<file path="src/hdl/ascr_pkg.sv">
// Purpose: Shared constants and types for the AFE setup control register bank.
// Assumes: Registers are reached over the serial control interface only.
// Notes:   Field positions and reset values live here; ascr_top repeats the output reset values and the read-back bit packing.
package ascr_pkg;

    // ------------------------------------------------------------------
    // Register addresses (six-bit serial addresses)
    // ------------------------------------------------------------------
    localparam logic [5:0] ADDR_SETUP_ONE   = 6'h01;
    localparam logic [5:0] ADDR_SETUP_TWO   = 6'h02;
    localparam logic [5:0] ADDR_SETUP_THREE = 6'h03;
    localparam logic [5:0] ADDR_SOFT_RESET  = 6'h04;
    localparam logic [5:0] ADDR_CYCLE_RESET = 6'h05;

    // ------------------------------------------------------------------
    // Field positions
    // ------------------------------------------------------------------
    localparam int unsigned POS_PGA_OFS   = 4;
    localparam int unsigned POS_FOURTH    = 6;
    localparam int unsigned POS_FORMAT    = 0;
    localparam int unsigned POS_INVERT    = 2;
    localparam int unsigned POS_REF_EXT   = 3;
    localparam int unsigned POS_DAC_RANGE = 5;
    localparam int unsigned POS_LATENCY   = 6;
    localparam int unsigned POS_CLAMP     = 0;
    localparam int unsigned POS_SAMPLE    = 4;
    localparam int unsigned POS_CHANNEL   = 6;

    // ------------------------------------------------------------------
    // Timing counts and serial framing
    // ------------------------------------------------------------------
    localparam logic [1:0] MCLK_PER_ADC_NORMAL = 2'h2;
    localparam logic [1:0] MCLK_PER_ADC_MODE3  = 2'h3;
    localparam int unsigned LATENCY_MAX_MCLK   = 9;
    localparam logic [4:0] FRAME_BITS          = 5'h10;
    localparam logic [4:0] HEADER_BITS         = 5'h08;

    // ------------------------------------------------------------------
    // Types
    // ------------------------------------------------------------------
    typedef struct packed {
        logic       fourth_mode_flag;
        logic [1:0] pga_output_offset_sel;
        logic [1:0] output_latency_sel;
        logic       clamp_dac_range;
        logic       clamp_ref_external;
        logic       output_invert;
        logic [1:0] output_format_sel;
        logic [1:0] mono_channel_sel;
        logic [1:0] reset_sample_adjust;
        logic [3:0] clamp_level_code;
    } ascr_cfg_t;

    localparam ascr_cfg_t CFG_RESET = '{
        fourth_mode_flag:      1'h0,
        pga_output_offset_sel: 2'h0,
        output_latency_sel:    2'h0,
        clamp_dac_range:       1'h1,
        clamp_ref_external:    1'h0,
        output_invert:         1'h0,
        output_format_sel:     2'h0,
        mono_channel_sel:      2'h0,
        reset_sample_adjust:   2'h1,
        clamp_level_code:      4'hf
    };

    typedef struct packed {
        logic [5:0] addr;
        logic [7:0] data;
    } ascr_wr_t;

    typedef enum logic [1:0] {
        PGA_ZERO    = 2'h0,
        PGA_POS_FS  = 2'h1,
        PGA_NEG_FS  = 2'h2
    } ascr_pga_t;

    typedef enum logic [1:0] {
        COL_RED   = 2'h0,
        COL_GREEN = 2'h1,
        COL_BLUE  = 2'h2
    } ascr_colour_t;

    typedef enum logic [1:0] {
        SER_IDLE  = 2'b01,
        SER_SHIFT = 2'b10
    } ascr_ser_t;

endpackage : ascr_pkg

</file>
<file path="src/hdl/ascr_serial.sv">
// Purpose: Serial control port slave: 16-bit frames, write and read-back.
// Assumes: Pins are asynchronous to clock and far slower than it.
// Notes:   Frame is {read, 0, addr[5:0], data[7:0]}, MSB first, sampled on rising sclk.
`timescale 1ns/1ns
`default_nettype none
module ascr_serial
    import ascr_pkg::*;
(
    input  wire logic       clock,     // Master clock.
    input  wire logic       rst_n,     // Synchronised reset.
    input  wire logic       ser_clk,   // Serial clock pin.
    input  wire logic       ser_din,   // Serial data pin.
    input  wire logic       ser_en_n,  // Frame enable pin, low in a frame.
    input  wire logic [7:0] rd_data,   // Read-back for hdr_addr.
    output logic      [5:0] hdr_addr,  // Address of the current frame.
    output ascr_wr_t        wr,        // Completed write.
    output logic            wr_pulse,  // One-cycle write strobe.
    output logic            ser_dout   // Read data pin.
);

    logic [2:0]  sync1_r, sync2_r, sync3_r;
    ascr_ser_t   state_r, state_nxt;
    logic [4:0]  cnt_r;
    logic [15:0] shift_r;
    logic [7:0]  dout_r;
    logic        load_r;
    logic        rd_r;

    // Only sync2 and sync3 feed logic; sync1 is the metastability stage.
    wire sclk_rise = sync2_r[2] & ~sync3_r[2];
    wire sen_rise  = sync2_r[0] & ~sync3_r[0];
    wire in_frame  = ~sync2_r[0];
    wire hdr_done  = (state_r == SER_SHIFT) & sclk_rise & (cnt_r == HEADER_BITS - 5'h01);
    wire frame_ok  = (cnt_r == FRAME_BITS) & ~shift_r[15];

    assign hdr_addr = shift_r[5:0];

    always_comb begin
        state_nxt = state_r;
        unique case (state_r)
            SER_IDLE:  if (in_frame) state_nxt = SER_SHIFT;
            SER_SHIFT: if (sen_rise) state_nxt = SER_IDLE;
        endcase
    end

    always_ff @(posedge clock or negedge rst_n) begin
        if (!rst_n) begin
            sync1_r <= 3'h7;
            sync2_r <= 3'h7;
            sync3_r <= 3'h7;
        end else begin
            sync1_r <= {ser_clk, ser_din, ser_en_n};
            sync2_r <= sync1_r;
            sync3_r <= sync2_r;
        end
    end

    always_ff @(posedge clock or negedge rst_n) begin
        if (!rst_n) begin
            state_r  <= SER_IDLE;
            cnt_r    <= 5'h00;
            shift_r  <= 16'h0000;
            rd_r     <= 1'h0;
        end else begin
            state_r <= state_nxt;
            if (state_r == SER_IDLE) begin
                cnt_r <= 5'h00;
            end else if (sclk_rise && cnt_r != FRAME_BITS) begin
                cnt_r   <= cnt_r + 5'h01;
                shift_r <= {shift_r[14:0], sync2_r[1]};
            end
            if (hdr_done) rd_r <= shift_r[6];
        end
    end

    // Read data is fetched one cycle after the header lands so hdr_addr is settled.
    always_ff @(posedge clock or negedge rst_n) begin
        if (!rst_n) begin
            load_r   <= 1'h0;
            dout_r   <= 8'h00;
            ser_dout <= 1'h0;
            wr       <= '0;
            wr_pulse <= 1'h0;
        end else begin
            load_r <= hdr_done;
            if (load_r && rd_r) begin
                dout_r   <= {rd_data[6:0], 1'h0};
                ser_dout <= rd_data[7];
            end else if (sclk_rise && cnt_r > HEADER_BITS) begin
                dout_r   <= {dout_r[6:0], 1'h0};
                ser_dout <= dout_r[7];
            end
            wr_pulse <= (state_r == SER_SHIFT) & sen_rise & frame_ok;
            if ((state_r == SER_SHIFT) && sen_rise && frame_ok) begin
                wr <= '{addr: shift_r[13:8], data: shift_r[7:0]};
            end
        end
    end

endmodule : ascr_serial
`default_nettype wire

</file>
<file path="src/hdl/ascr_delay.sv">
// Purpose: Programmable-tap delay line for the output word and its valid.
// Assumes: Tap count is stable while data flows.
// Notes:   Tap 0 is a plain register stage, so the line always adds one cycle.
`timescale 1ns/1ns
`default_nettype none
module ascr_delay
    import ascr_pkg::*;
#(
    parameter int unsigned WIDTH = 16,
    parameter int unsigned DEPTH = LATENCY_MAX_MCLK
) (
    input  wire logic             clock,   // Master clock.
    input  wire logic             rst_n,   // Synchronised reset.
    input  wire logic [WIDTH-1:0] din,     // Word in.
    input  wire logic             vin,     // Valid in.
    input  wire logic [3:0]       taps,    // Extra cycles of delay.
    output logic      [WIDTH-1:0] dout,    // Delayed word.
    output logic                  vout     // Delayed valid.
);

    initial begin
        if (DEPTH < 1 || DEPTH > 15 || WIDTH < 1) $error("ascr_delay: bad size");
    end

    logic [WIDTH:0] line_r [DEPTH+1];

    always_ff @(posedge clock or negedge rst_n) begin
        if (!rst_n) begin
            for (int i = 0; i <= DEPTH; i++) line_r[i] <= '0;
        end else begin
            line_r[0] <= {vin, din};
            for (int i = 1; i <= DEPTH; i++) line_r[i] <= line_r[i-1];
        end
    end

    wire [WIDTH:0] tap_w = (taps > 4'(DEPTH)) ? line_r[DEPTH] : line_r[taps];

    assign dout = tap_w[WIDTH-1:0];
    assign vout = tap_w[WIDTH];

endmodule : ascr_delay
`default_nettype wire

</file>
<file path="src/hdl/ascr_top.sv">
// Purpose: AFE setup control register bank with output polarity, latency and format logic.
// Assumes: Timing logic on the same clock supplies mode, phase and colour-advance inputs.
// Notes:   Clock is the master clock; one ADC period is two or three of its cycles.
// What this block does
// - PGA offset code gives zero, +FS, -FS.
// - Fourth-mode flag set only in fourth mode; the block stores the written bit without checking the mode.
// - Format code selects 16, 8+8, 4x4 output.
// - Invert bit digitally inverts output data.
// - External reference bit powers clamp DAC down.
// - Range bit picks clamp DAC span.
// - Latency field adds zero to three ADC periods.
// - ADC period is two MCLK, three in mode three.
// - Four-bit code sets clamp DAC level.
// - Reset sample shifts -1, 0, +1, +2 MCLK.
// - Mono channel code picks red, green, blue.
// - Soft reset write resets all cells.
// - Cycle reset write returns colour to red.
// - Line-sequential select: 0 normal, 1 line mode.
`timescale 1ns/1ns
`default_nettype none
module ascr_top
    import ascr_pkg::*;
#(
    parameter int unsigned DATA_W = 16
) (
    input  wire logic              clock,                  // Master clock, 50 MHz.
    input  wire logic              arst_n,                 // Asynchronous reset, low active.
    input  wire logic              ser_clk,                // Serial clock pin.
    input  wire logic              ser_din,                // Serial data pin.
    input  wire logic              ser_en_n,               // Serial frame enable pin.
    output logic                   ser_dout,               // Serial read data pin.
    input  wire logic [DATA_W-1:0] adc_word,               // Converted word.
    input  wire logic              adc_valid,              // Word strobe.
    input  wire logic              mode_three,             // Third operating mode active.
    input  wire logic [1:0]        out_phase,              // Byte or nibble slot.
    input  wire logic              line_sequential_enable, // Line mode select.
    input  wire logic              colour_advance,         // Auto-cycle step pulse.
    output logic      [DATA_W-1:0] out_data,               // Formatted output bus.
    output logic                   out_valid,              // Output word valid.
    output logic                   fourth_mode_flag,       // Fourth-mode flag.
    output ascr_pga_t              pga_offset_action,      // PGA output offset.
    output logic                   clamp_dac_power_down,   // Clamp DAC off.
    output logic                   clamp_dac_range,        // Clamp DAC span select.
    output logic      [3:0]        clamp_level_code,       // Clamp DAC code.
    output logic signed [2:0]      reset_sample_shift,     // Reset sample shift, MCLK.
    output logic      [1:0]        output_format_sel,      // Output format code.
    output ascr_colour_t           mono_channel,           // Routed mono channel.
    output ascr_colour_t           cycle_colour,           // Auto-cycle colour.
    output logic                   cell_reset              // All-cell reset pulse.
);

    initial begin
        if (DATA_W != 16) $error("ascr_top: output formats need a 16-bit word");
    end

    // ------------------------------------------------------------------
    // Reset release
    // ------------------------------------------------------------------
    logic [1:0] rst_sync_r;
    wire        rst_n = rst_sync_r[1];

    always_ff @(posedge clock or negedge arst_n) begin
        if (!arst_n) begin
            rst_sync_r <= 2'h0;
        end else begin
            rst_sync_r <= {rst_sync_r[0], 1'h1};
        end
    end

    // ------------------------------------------------------------------
    // Serial port
    // ------------------------------------------------------------------
    ascr_wr_t   wr;
    logic       wr_pulse;
    logic [5:0] hdr_addr;
    logic [7:0] rd_data;

    ascr_serial u_serial (
        .clock    (clock),
        .rst_n    (rst_n),
        .ser_clk  (ser_clk),
        .ser_din  (ser_din),
        .ser_en_n (ser_en_n),
        .rd_data  (rd_data),
        .hdr_addr (hdr_addr),
        .wr       (wr),
        .wr_pulse (wr_pulse),
        .ser_dout (ser_dout)
    );

    // ------------------------------------------------------------------
    // Register decode
    // ------------------------------------------------------------------
    ascr_cfg_t cfg_r, cfg_nxt;

    wire wr_one   = wr_pulse & (wr.addr == ADDR_SETUP_ONE);
    wire wr_two   = wr_pulse & (wr.addr == ADDR_SETUP_TWO);
    wire wr_three = wr_pulse & (wr.addr == ADDR_SETUP_THREE);
    wire soft_hit = wr_pulse & (wr.addr == ADDR_SOFT_RESET);
    wire cyc_hit  = wr_pulse & (wr.addr == ADDR_CYCLE_RESET);

    // Reserved channel code 11 is refused so the router never sees it.
    wire chan_ok = wr.data[POS_CHANNEL+:2] != 2'h3;

    always_comb begin
        cfg_nxt = cfg_r;
        if (wr_one) begin
            cfg_nxt.fourth_mode_flag      = wr.data[POS_FOURTH];
            cfg_nxt.pga_output_offset_sel = wr.data[POS_PGA_OFS+:2];
        end
        if (wr_two) begin
            cfg_nxt.output_format_sel  = wr.data[POS_FORMAT+:2];
            cfg_nxt.output_invert      = wr.data[POS_INVERT];
            cfg_nxt.clamp_ref_external = wr.data[POS_REF_EXT];
            cfg_nxt.clamp_dac_range    = wr.data[POS_DAC_RANGE];
            cfg_nxt.output_latency_sel = wr.data[POS_LATENCY+:2];
        end
        if (wr_three) begin
            cfg_nxt.clamp_level_code    = wr.data[POS_CLAMP+:4];
            cfg_nxt.reset_sample_adjust = wr.data[POS_SAMPLE+:2];
            if (chan_ok) cfg_nxt.mono_channel_sel = wr.data[POS_CHANNEL+:2];
        end
        if (soft_hit) cfg_nxt = CFG_RESET;
    end

    always_ff @(posedge clock or negedge rst_n) begin
        if (!rst_n) begin
            cfg_r <= CFG_RESET;
        end else begin
            cfg_r <= cfg_nxt;
        end
    end

    // Strobe addresses and anything unmapped read back as zero.
    assign rd_data = (hdr_addr == ADDR_SETUP_ONE) ?
                         {1'h0, cfg_r.fourth_mode_flag, cfg_r.pga_output_offset_sel, 4'h0} :
                     (hdr_addr == ADDR_SETUP_TWO) ?
                         {cfg_r.output_latency_sel, cfg_r.clamp_dac_range, 1'h0,
                          cfg_r.clamp_ref_external, cfg_r.output_invert, cfg_r.output_format_sel} :
                     (hdr_addr == ADDR_SETUP_THREE) ?
                         {cfg_r.mono_channel_sel, cfg_r.reset_sample_adjust, cfg_r.clamp_level_code} :
                     8'h00;

    // ------------------------------------------------------------------
    // Analogue control decode
    // ------------------------------------------------------------------
    ascr_pga_t    pga_w;
    logic [2:0]   shift_w;
    ascr_colour_t chan_w;

    always_comb begin
        unique case (cfg_r.pga_output_offset_sel)
            2'h2:    pga_w = PGA_POS_FS;
            2'h3:    pga_w = PGA_NEG_FS;
            default: pga_w = PGA_ZERO;
        endcase
    end

    always_comb begin
        unique case (cfg_r.reset_sample_adjust)
            2'h0:    shift_w = 3'h7;
            2'h1:    shift_w = 3'h0;
            2'h2:    shift_w = 3'h1;
            default: shift_w = 3'h2;
        endcase
    end

    // Line mode forces the red channel so internal timing stays consistent.
    always_comb begin
        if (line_sequential_enable) begin
            chan_w = COL_RED;
        end else begin
            unique case (cfg_r.mono_channel_sel)
                2'h1:    chan_w = COL_GREEN;
                2'h2:    chan_w = COL_BLUE;
                default: chan_w = COL_RED;
            endcase
        end
    end

    // ------------------------------------------------------------------
    // Colour auto-cycle counter
    // ------------------------------------------------------------------
    ascr_colour_t colour_r, colour_nxt;

    always_comb begin
        colour_nxt = colour_r;
        if (colour_advance && line_sequential_enable) begin
            unique case (colour_r)
                COL_RED:   colour_nxt = COL_GREEN;
                COL_GREEN: colour_nxt = COL_BLUE;
                default:   colour_nxt = COL_RED;
            endcase
        end
        // A reset write outranks a step that lands in the same cycle.
        if (cyc_hit || soft_hit) colour_nxt = COL_RED;
    end

    always_ff @(posedge clock or negedge rst_n) begin
        if (!rst_n) begin
            colour_r <= COL_RED;
        end else begin
            colour_r <= colour_nxt;
        end
    end

    // ------------------------------------------------------------------
    // Output polarity and latency
    // ------------------------------------------------------------------
    wire [1:0] adc_period = mode_three ? MCLK_PER_ADC_MODE3 : MCLK_PER_ADC_NORMAL;
    wire [3:0] lat_mclk   = 4'(cfg_r.output_latency_sel * adc_period);
    wire [DATA_W-1:0] pol_word = adc_word ^ {DATA_W{cfg_r.output_invert}};

    logic [DATA_W-1:0] dly_word;
    logic              dly_valid;

    ascr_delay #(
        .WIDTH (DATA_W),
        .DEPTH (LATENCY_MAX_MCLK)
    ) u_delay (
        .clock (clock),
        .rst_n (rst_n),
        .din   (pol_word),
        .vin   (adc_valid),
        .taps  (lat_mclk),
        .dout  (dly_word),
        .vout  (dly_valid)
    );

    // ------------------------------------------------------------------
    // Output format
    // ------------------------------------------------------------------
    logic [DATA_W-1:0] fmt_w;

    always_comb begin
        unique case (cfg_r.output_format_sel)
            2'h0:    fmt_w = dly_word;
            2'h3:    fmt_w = {12'h000, dly_word[4*(3-out_phase)+:4]};
            default: fmt_w = {8'h00, out_phase[0] ? dly_word[7:0] : dly_word[15:8]};
        endcase
    end

    // ------------------------------------------------------------------
    // Registered outputs
    // ------------------------------------------------------------------
    always_ff @(posedge clock or negedge rst_n) begin
        if (!rst_n) begin
            out_data             <= '0;
            out_valid            <= 1'h0;
            fourth_mode_flag     <= 1'h0;
            pga_offset_action    <= PGA_ZERO;
            clamp_dac_power_down <= 1'h0;
            clamp_dac_range      <= 1'h1;
            clamp_level_code     <= 4'hf;
            reset_sample_shift   <= 3'h0;
            output_format_sel    <= 2'h0;
            mono_channel         <= COL_RED;
            cycle_colour         <= COL_RED;
            cell_reset           <= 1'h0;
        end else begin
            out_data             <= fmt_w;
            out_valid            <= dly_valid;
            fourth_mode_flag     <= cfg_r.fourth_mode_flag;
            pga_offset_action    <= pga_w;
            clamp_dac_power_down <= cfg_r.clamp_ref_external;
            clamp_dac_range      <= cfg_r.clamp_dac_range;
            clamp_level_code     <= cfg_r.clamp_level_code;
            reset_sample_shift   <= shift_w;
            output_format_sel    <= cfg_r.output_format_sel;
            mono_channel         <= chan_w;
            cycle_colour         <= colour_r;
            cell_reset           <= soft_hit;
        end
    end

endmodule : ascr_top
`default_nettype wire

</file>
<file path="config.mk">
export PLATFORM = sky130hd
export DESIGN_NAME = ascr_top
export DESIGN_NICKNAME = d
export VERILOG_FILES = /design/src/hdl/ascr_pkg.sv /design/src/hdl/ascr_serial.sv /design/src/hdl/ascr_delay.sv /design/src/hdl/ascr_top.sv
export SDC_FILE = /design/constraint.sdc
export NUM_CORES = 1
export LEC_CHECK = 0
export ABC_AREA = 1
export BUFFER_PORTS_ARGS = -buffer_cell sky130_fd_sc_hd__buf_2
export CAP_MARGIN = 15
export CORE_MARGIN = 2
export CORE_UTILIZATION = 60
export DETAILED_ROUTE_END_ITERATION = 10
export GPL_ROUTABILITY_DRIVEN = 0
export GPL_TIMING_DRIVEN = 0
export PLACE_DENSITY = 0.87
export SYNTH_ARGS = -nofsm -noshare
export SYNTH_HDL_FRONTEND = slang
export SYNTH_HIERARCHICAL = 1
export SYNTH_SLANG_ARGS = --single-unit
</file>
<file path="constraint.sdc">
create_clock -name clock -period 11.2 [get_ports clock]
set_input_delay 0.56 -clock clock [delete_from_list [all_inputs] [get_ports clock]]
set_output_delay 0.56 -clock clock [all_outputs]
set_load 0.1 [all_outputs]
</file>
==> impl_metrics.tcl, run 1 <==
set metrics [dict create \
    layout.filler_cells 1237 \
    pwr-share-comb_pct 8.7 \
    syn-cell-area_um2 11600 \
    num_io_pins 64 \
    status "completed" \
    cts_tree "done" \
    vias_in_the_first_global_route 8673 \
    synth_top_flop_cell "sky130_fd_sc_hd__dfrtp_1" \
    first_iter_violations 938 \
    compound_gate_portion_of_the_synthesized_area_pct 4.15 \
    timing.final.crit_share_pct 24.7 \
    number_of_design_rule_violations_left_after_detail_routing 0 \
    hold_path_class "in -> reg" \
    synthDistinctLibCells 43 \
    final_cell_count_no_fill 1576 \
    timing.critical_path.mode_cell "sky130_fd_sc_hd__nand2_1" \
    fp.dieH_um 143 \
    route.detailed.vias_per_inst 5.51 \
    setup.worst_path.class "reg -> reg" \
    power.share.sequential_pct 49.5 \
    synth.area.top_cells "sky130_fd_sc_hd__dfrtp_1 (57%), sky130_fd_sc_hd__nand2_1 (12%), sky130_fd_sc_hd__nand3_1 (5.6%)" \
    vdd.ir_drop.worst_uv 146 \
    crit_path_max_fanout 10 \
    floorplan.initialDensity_pct 61.7 \
    finClkSkew_ns 0.0130 \
    postLayoutSetupSlackWorst_ns 8.44 \
    final_design_area_no_fill_um2 13400 \
    yosysTopAreaCellShare_pct 56.9 \
    cts_root_buf "sky130_fd_sc_hd__clkbuf_16" \
    arrival_worst_endpoint_ns 3.18 \
    cells_along_the_critical_path "nand2_1 > inv_1 > ha_1 > ha_1 > buf_2 > inv_2 > buf_2 > nand4_1 > nand3_1 > nand2_1 > nand2_1 > o21ai_1 > nand2_1 > o21ai_1 > nand2_1 > nand2_1" \
    worstMarginPinSlew_ns 0.577 \
    synthAdderAreaFrac_pct 0.862 \
    setup-violations-final 0 \
    worst_hold_slack_ns 0.114 \
    clock-sinks 284 \
    vias 8685 \
    synth_top_area_cell "sky130_fd_sc_hd__dfrtp_1" \
    clock_tree.buffer_depth 3 \
    buffer_ports.inserted 63 \
    final_layout_size_suffix_gt1_share_pct 19.1 \
    chipWidth_um 143 \
    leakagePower_nw 6.96 \
    synthXorXnorAreaFrac_pct 1.21 \
    dominant_combinational_cell_family_by_area_after_synthesis "simple AND/OR/NAND/NOR gates" \
    fraction_of_the_yosys_area_taken_by_sequential_cells_pct 61.4 \
    cts.reportedPaths.clkPinSlew_ns 0.07 \
    clkPwrFrac_pct 41.8 \
    synth_seq_cells 284 \
    placementRows 50 \
    area_growth_syn_to_layout_pct 15.0 \
    setup_ws_pre_cts_ns 8.33 \
    synth_most_common_cell "sky130_fd_sc_hd__nand2_1" \
    pwr_density_cell_nw_per_um2 173 \
    clkLatencyLatePin_ns 0.54 \
    p_sw_share_pct 25.2 \
    setup_tns_ns 0 \
    netlist_top_cells_count "sky130_fd_sc_hd__nand2_1 (383), sky130_fd_sc_hd__dfrtp_1 (264), sky130_fd_sc_hd__nand3_1 (131)" \
    grt_antenna_before_repair 0 \
    cts_inserted_buffers 28 \
    worst-endpoint-required_ns 11.61 \
    synth.net_count 1231 \
    floorplan.die_area_um2 20500 \
    synth-edff-count 0 \
    placed_wire_length_estimate_after_detailed_placement_um 17100 \
    async_flop_share_pct 100 \
    fin_nets 1329 \
    grt_usage_pct 26.5 \
    number_of_pins_with_negative_max_slew_slack_in_the_final_report 0 \
    antenna_cells 0 \
    worstSetupEndpointType "flip-flop" \
    yosys_warnings 6 \
    synth.mux.area_fraction_pct 0 \
    placement.cell_area_um2 12400 \
    synthesis.area_per_instance_um2 9.71 \
    wire_per_inst_um 16.6 \
    route.final.wire_length_um 26100 \
    post_synth_and_or_nand_nor_area_fraction_pct 24.6 \
    timing.final.hold_violations 0 \
    ant_nets 0 \
    grt_max_degree 75 \
    p_sw_mw 0.582 \
    grt.overflow.total 0 \
    first_pass_grt_wire_length_um 42700 \
    maxClockFrequency_mhz 362 \
    rsz_0062_raised_after_global_routing "no" \
    fp.coreArea_um2 18800 \
    setup.worst_path.start_class "flip-flop" \
    cap_viol_max_count 0 \
    post-place-cells 1523 \
    ctsHtreeMaxLevel 1 \
    cpLargestDelayFamily "simple AND/OR/NAND/NOR gates" \
    timing.slew.headroom_pct 61.4 \
    syn-instance-count 1196 \
    cell_internal_pwr_mw 1.73 \
    crit_path_top_delay_cell "sky130_fd_sc_hd__dfrtp_1" \
    path_buf_inv 4 \
    final_period_minus_worst_setup_slack_ns 2.76 \
    drtPass1Iterations 6 \
    critical_path.max_stage_delay_ns 0.42 \
]
-- cells in the final DEF, fill, tap and decap left out, drive strengths merged, types with 8 or more instances in the layout --
cell    synthesis  routed
o21ai          34      34
nor2           71      71
clkbuf          0      41
nand3         136     136
dfrtp         264     264
clkinv          4      10
nand2         393     393
buf            52     119
o211ai          9       9
a22o            9       9
xor2           16      16
a21oi          10      10
nand4          36      36
ha              8       8
inv           122     123
dfstp          20      20
-- stage by stage --
stage | total power, mW | util, %
2_1_floorplan | 1.30 | -
3_3_place_gp | 1.34 | 65.1
3_5_place_dp | 1.35 | 65.7
4_1_cts | 2.32 | 70.9
5_1_grt | 2.39 | 70.9
6_report | 2.31 | 70.9
-- repair_timing --
action,CTS,global route
gates resized for setup,0,0
buffers inserted,0,0
hold buffers,1,0
hold endpoints to repair,2,0
-- routing by layer --
layer  routed length [µm]  track usage (%)  vias up
met5                    0                0        -
met4                  779             10.1        0
li1                     -                -     3988
met1                10400             35.4     4170
met3                 2560             6.54       83
met2                12400             42.4      444
-- power by group through the flow --
| stage | Sequential [mW] | Combinational (mW) | Clock, mW |
|---|---|---|---|
| detailed placement | 1.16 | 0.198 | 0 |
| CTS | 1.14 | 0.201 | 0.976 |
| finish | 1.14 | 0.201 | 0.966 |
| global placement | 1.17 | 0.169 | 0 |
| floorplan | 1.20 | 0.0928 | 0 |
| global route | 1.15 | 0.222 | 1.02 |
-- path summary, 6_finish.rpt --
kind,start,depth (start not counted),end,slack (ns)
hold reg to reg,rst_sync_r[1],0,u_delay/line_r[163],0.30
setup reg to reg,cfg_r[14],16,out_data[3],8.44
max in group asynchronous,rst_sync_r[1],3,clamp_dac_range,9.49
setup / recovery,cfg_r[14],16,out_data[3],8.44
hold / removal,ser_clk,1,u_serial/sync1_r[2],0.11
min in group asynchronous,rst_sync_r[1],0,u_delay/line_r[163],0.30
-- sequential cells by signal, summed over array words and instances, names as in the netlist, 3 cells and up --
name and flops:
u_serial/dout_r 7, u_serial/sync1_r 3, u_delay/line_r 170, u_serial/cnt_r 5
u_serial/wr 14, cfg_r 18, out_data 16, reset_sample_shift 3
u_serial/sync2_r 3, u_serial/shift_r 16, clamp_level_code 4
-- worst register-to-register path: stages, from the launching register on --
cell	delay [ns]
sky130_fd_sc_hd__dfrtp_1	0.42
sky130_fd_sc_hd__nand2_1	0.09
sky130_fd_sc_hd__inv_1	0.04
sky130_fd_sc_hd__ha_1	0.17
sky130_fd_sc_hd__ha_1	0.28
sky130_fd_sc_hd__buf_2	0.21
sky130_fd_sc_hd__inv_2	0.22
sky130_fd_sc_hd__buf_2	0.29
sky130_fd_sc_hd__nand4_1	0.18
sky130_fd_sc_hd__nand3_1	0.19
sky130_fd_sc_hd__nand2_1	0.12
sky130_fd_sc_hd__nand2_1	0.10
sky130_fd_sc_hd__o21ai_1	0.07
sky130_fd_sc_hd__nand2_1	0.07
sky130_fd_sc_hd__o21ai_1	0.08
sky130_fd_sc_hd__nand2_1	0.06
sky130_fd_sc_hd__nand2_1	0.05
-- logic make-up (layout without fill, tap and decap cells) --
| kind of cell | count (synthesis) | in the layout |
|---|---|---|
| fa+ha+maj | 8 | 8 |
| flops | 284 | 284 |
| other cells | 1 | 1 |
| xor+xnor | 16 | 16 |
| buf+inv | 178 | 298 |
| compound gates | 70 | 70 |
| simple gates | 639 | 639 |
-- cell type report --
type	count	area, µm²	area share [%]
tap	260	325	2.44
inverter	126	487	3.64
clock buffer	41	861	6.44
timing repair buffer	68	435	3.26
multi-input combinational	734	3580	26.8
clock inverter	11	116	0.871
buffer	52	417	3.12
sequential	284	7140	53.4
Power figures use the tool's default switching activity.
==> run 2, diff against run 1 <==
==> constraint.sdc (replaced) <==
create_clock -name clock -period 2.7 [get_ports clock]
set_input_delay 0.135 -clock clock [delete_from_list [all_inputs] [get_ports clock]]
set_output_delay 0.135 -clock clock [all_outputs]
set_load 0.1 [all_outputs]
==> run 2 against run 1 <==
Clock skew up 0.0019 ns. Fmax is 7.1% higher. Design area increased by 1.5%. Cell count is 1.5% higher. Global-route usage down 0.65 points. Largest cell class unchanged.
==> impl_metrics.tcl, run 2 (synthesized netlist as in run 1, its figures left out) <==
set metrics [dict create \
    status "completed" \
    drtPass1Iterations 5 \
    postLayoutSetupSlackWorst_ns 0.119 \
    cts_inserted_buffers 28 \
    vdd.ir_drop.worst_uv 676 \
    vias_in_the_first_global_route 8505 \
    setup-violations-final 0 \
    timing.critical_path.mode_cell "sky130_fd_sc_hd__nand2_1" \
    placementRows 50 \
    cts_tree "done" \
    worstMarginPinSlew_ns 0.576 \
    timing.final.crit_share_pct 95.6 \
    ctsHtreeMaxLevel 1 \
    multi_input_logic_area_um2 3590 \
    setup_ws_pre_cts_ns 0.0679 \
    clock-sinks 284 \
    final_layout_size_suffix_gt1_share_pct 18.8 \
    crit_path_max_fanout 10 \
    finClkSkew_ns 0.0148 \
    setup_tns_ns 0 \
    floorplan.initialDensity_pct 61.7 \
    max_flop_register "u_delay/line_r" \
    clock_tree.buffer_depth 3 \
    crit_path_top_delay_cell "sky130_fd_sc_hd__dfrtp_1" \
    timing.final.hold_violations 0 \
    final_cell_mix "sky130_fd_sc_hd__nand2_1 (383), sky130_fd_sc_hd__dfrtp_1 (263), sky130_fd_sc_hd__nand3_1 (130), sky130_fd_sc_hd__inv_1 (106), sky130_fd_sc_hd__buf_2 (79)" \
    placed_wire_length_estimate_after_detailed_placement_um 17300 \
    regArea_um2 7140 \
    num_io_pins 64 \
    buffer_ports.inserted 63 \
    largest_register_ff_count 170 \
    setup.worst_path.class "reg -> reg" \
    timing.slew.headroom_pct 61.3 \
    final_period_minus_worst_setup_slack_ns 2.58 \
    ant_nets 0 \
    first_pass_grt_wire_length_um 41800 \
    fp.coreArea_um2 18800 \
    hold_path_class "in -> reg" \
    grt_antenna_before_repair 1 \
    maxClockFrequency_mhz 387 \
    leakagePower_nw 7.04 \
    layout_top_registers "u_delay/line_r: 170 flops, cfg_r: 18 flops" \
    setup.worst_path.start_class "flip-flop" \
    mostFrequentLayoutCell "sky130_fd_sc_hd__nand2_1" \
    route.final.wire_length_um 26000 \
    total_power_mw 9.37 \
    pwr_density_cell_nw_per_um2 691 \
    layout.filler_cells 1238 \
    critical_path.max_stage_delay_ns 0.43 \
    floorplan.die_area_um2 20500 \
    worstSetupEndpointType "flip-flop" \
    grt.overflow.total 0 \
    vias 8695 \
    cts.reportedPaths.clkPinSlew_ns 0.06 \
    number_of_design_rule_violations_left_after_detail_routing 0 \
    cells_along_the_critical_path "nand2_1 > inv_1 > ha_1 > ha_1 > clkbuf_4 > inv_6 > buf_4 > nand3_1 > nand3_2 > nand3_1 > nand2_1 > o21ai_2 > nand2_1 > o21ai_0 > nand2_1 > nand2_1" \
    clkLatencyLatePin_ns 0.54 \
    fin_nets 1352 \
    worst-endpoint-required_ns 3.11 \
    grt_usage_pct 25.8 \
    first_iter_violations 986 \
    cap_viol_max_count 0 \
    arrival_worst_endpoint_ns 2.99 \
    cts_setup_buffers 0 \
    cts_root_buf "sky130_fd_sc_hd__clkbuf_16" \
    fp.dieH_um 143 \
    chipWidth_um 143 \
    grt_max_degree 77 \
    wire_per_inst_um 16.2 \
    route.detailed.vias_per_inst 5.43 \
    number_of_pins_with_negative_max_slew_slack_in_the_final_report 0 \
    area_growth_syn_to_layout_pct 16.7 \
]
-- run 2: stage by stage --
stage	cells	hold slack, ns	instance area (µm²)	utilization, %
4_1_cts	1599	0.0365	13500	71.8
6_report	1600	0.0749	13600	72.0
3_3_place_gp	1519	-0.0792	12300	65.1
2_1_floorplan	1196	-0.161	11600	-
3_5_place_dp	1523	-0.0775	12400	65.7
5_1_grt	1599	0.0722	13600	72.0
-- run 2: report_power, final --
part | internal [mW] | switching [mW] | leakage [nW] | total [mW]
clock | 2.21 | 1.56 | 0.456 | 3.77
sequential | 4.52 | 0.215 | 3.42 | 4.74
combinational | 0.261 | 0.599 | 3.17 | 0.859
-- run 2: path summary, 6_finish.rpt --
path	start	end	slack (ns)	cells after the start
worst max register to register	cfg_r[14]	out_data[1]	0.12	16
min in group asynchronous	rst_sync_r[1]	cycle_colour[0]	0.30	0
worst min register to register	rst_sync_r[1]	cycle_colour[0]	0.30	0
max in group asynchronous	rst_sync_r[1]	clamp_dac_range	0.66	4
worst max-delay path	cfg_r[14]	out_data[1]	0.12	16
worst min-delay path	out_phase[0]	out_data[7]	0.07	4
-- run 2: area by class of cell --
cell class	count	share of cell area (%)
Clock buffer	43	6.40
Clock inverter	9	0.369
Tap cell	260	2.40
Antenna cell	1	0.0185
Sequential cell	284	52.6
Multi-Input combinational cell	734	26.5
Inverter	126	3.63
Buffer	52	3.16
Timing Repair Buffer	91	4.91
-- run 2: critical path, delay by kind of cell, from the launching register on --
| kind | cells | cell delay [ns] |
|---|---|---|
| adders and majority gates | 2 | 0.45 |
| buffers and inverters | 4 | 0.61 |
| DFF | 1 | 0.43 |
| AOI/OAI and AO/OA | 2 | 0.13 |
| and+or+nand+nor | 8 | 0.83 |
-- run 2: layer usage --
layer	GRT usage [%]	part of all wire, %
met3	6.37	9.0
met2	41.6	48
met4	9.43	2.8
met1	34.4	40
met5	0	0
-- run 2: repair_timing --
item / in CTS / in global routing
setup endpoints to repair: 0 / 5
endpoints found under the hold margin: 25 / 0
hold buffers: 24 / 0
resized for setup: 0 / 12
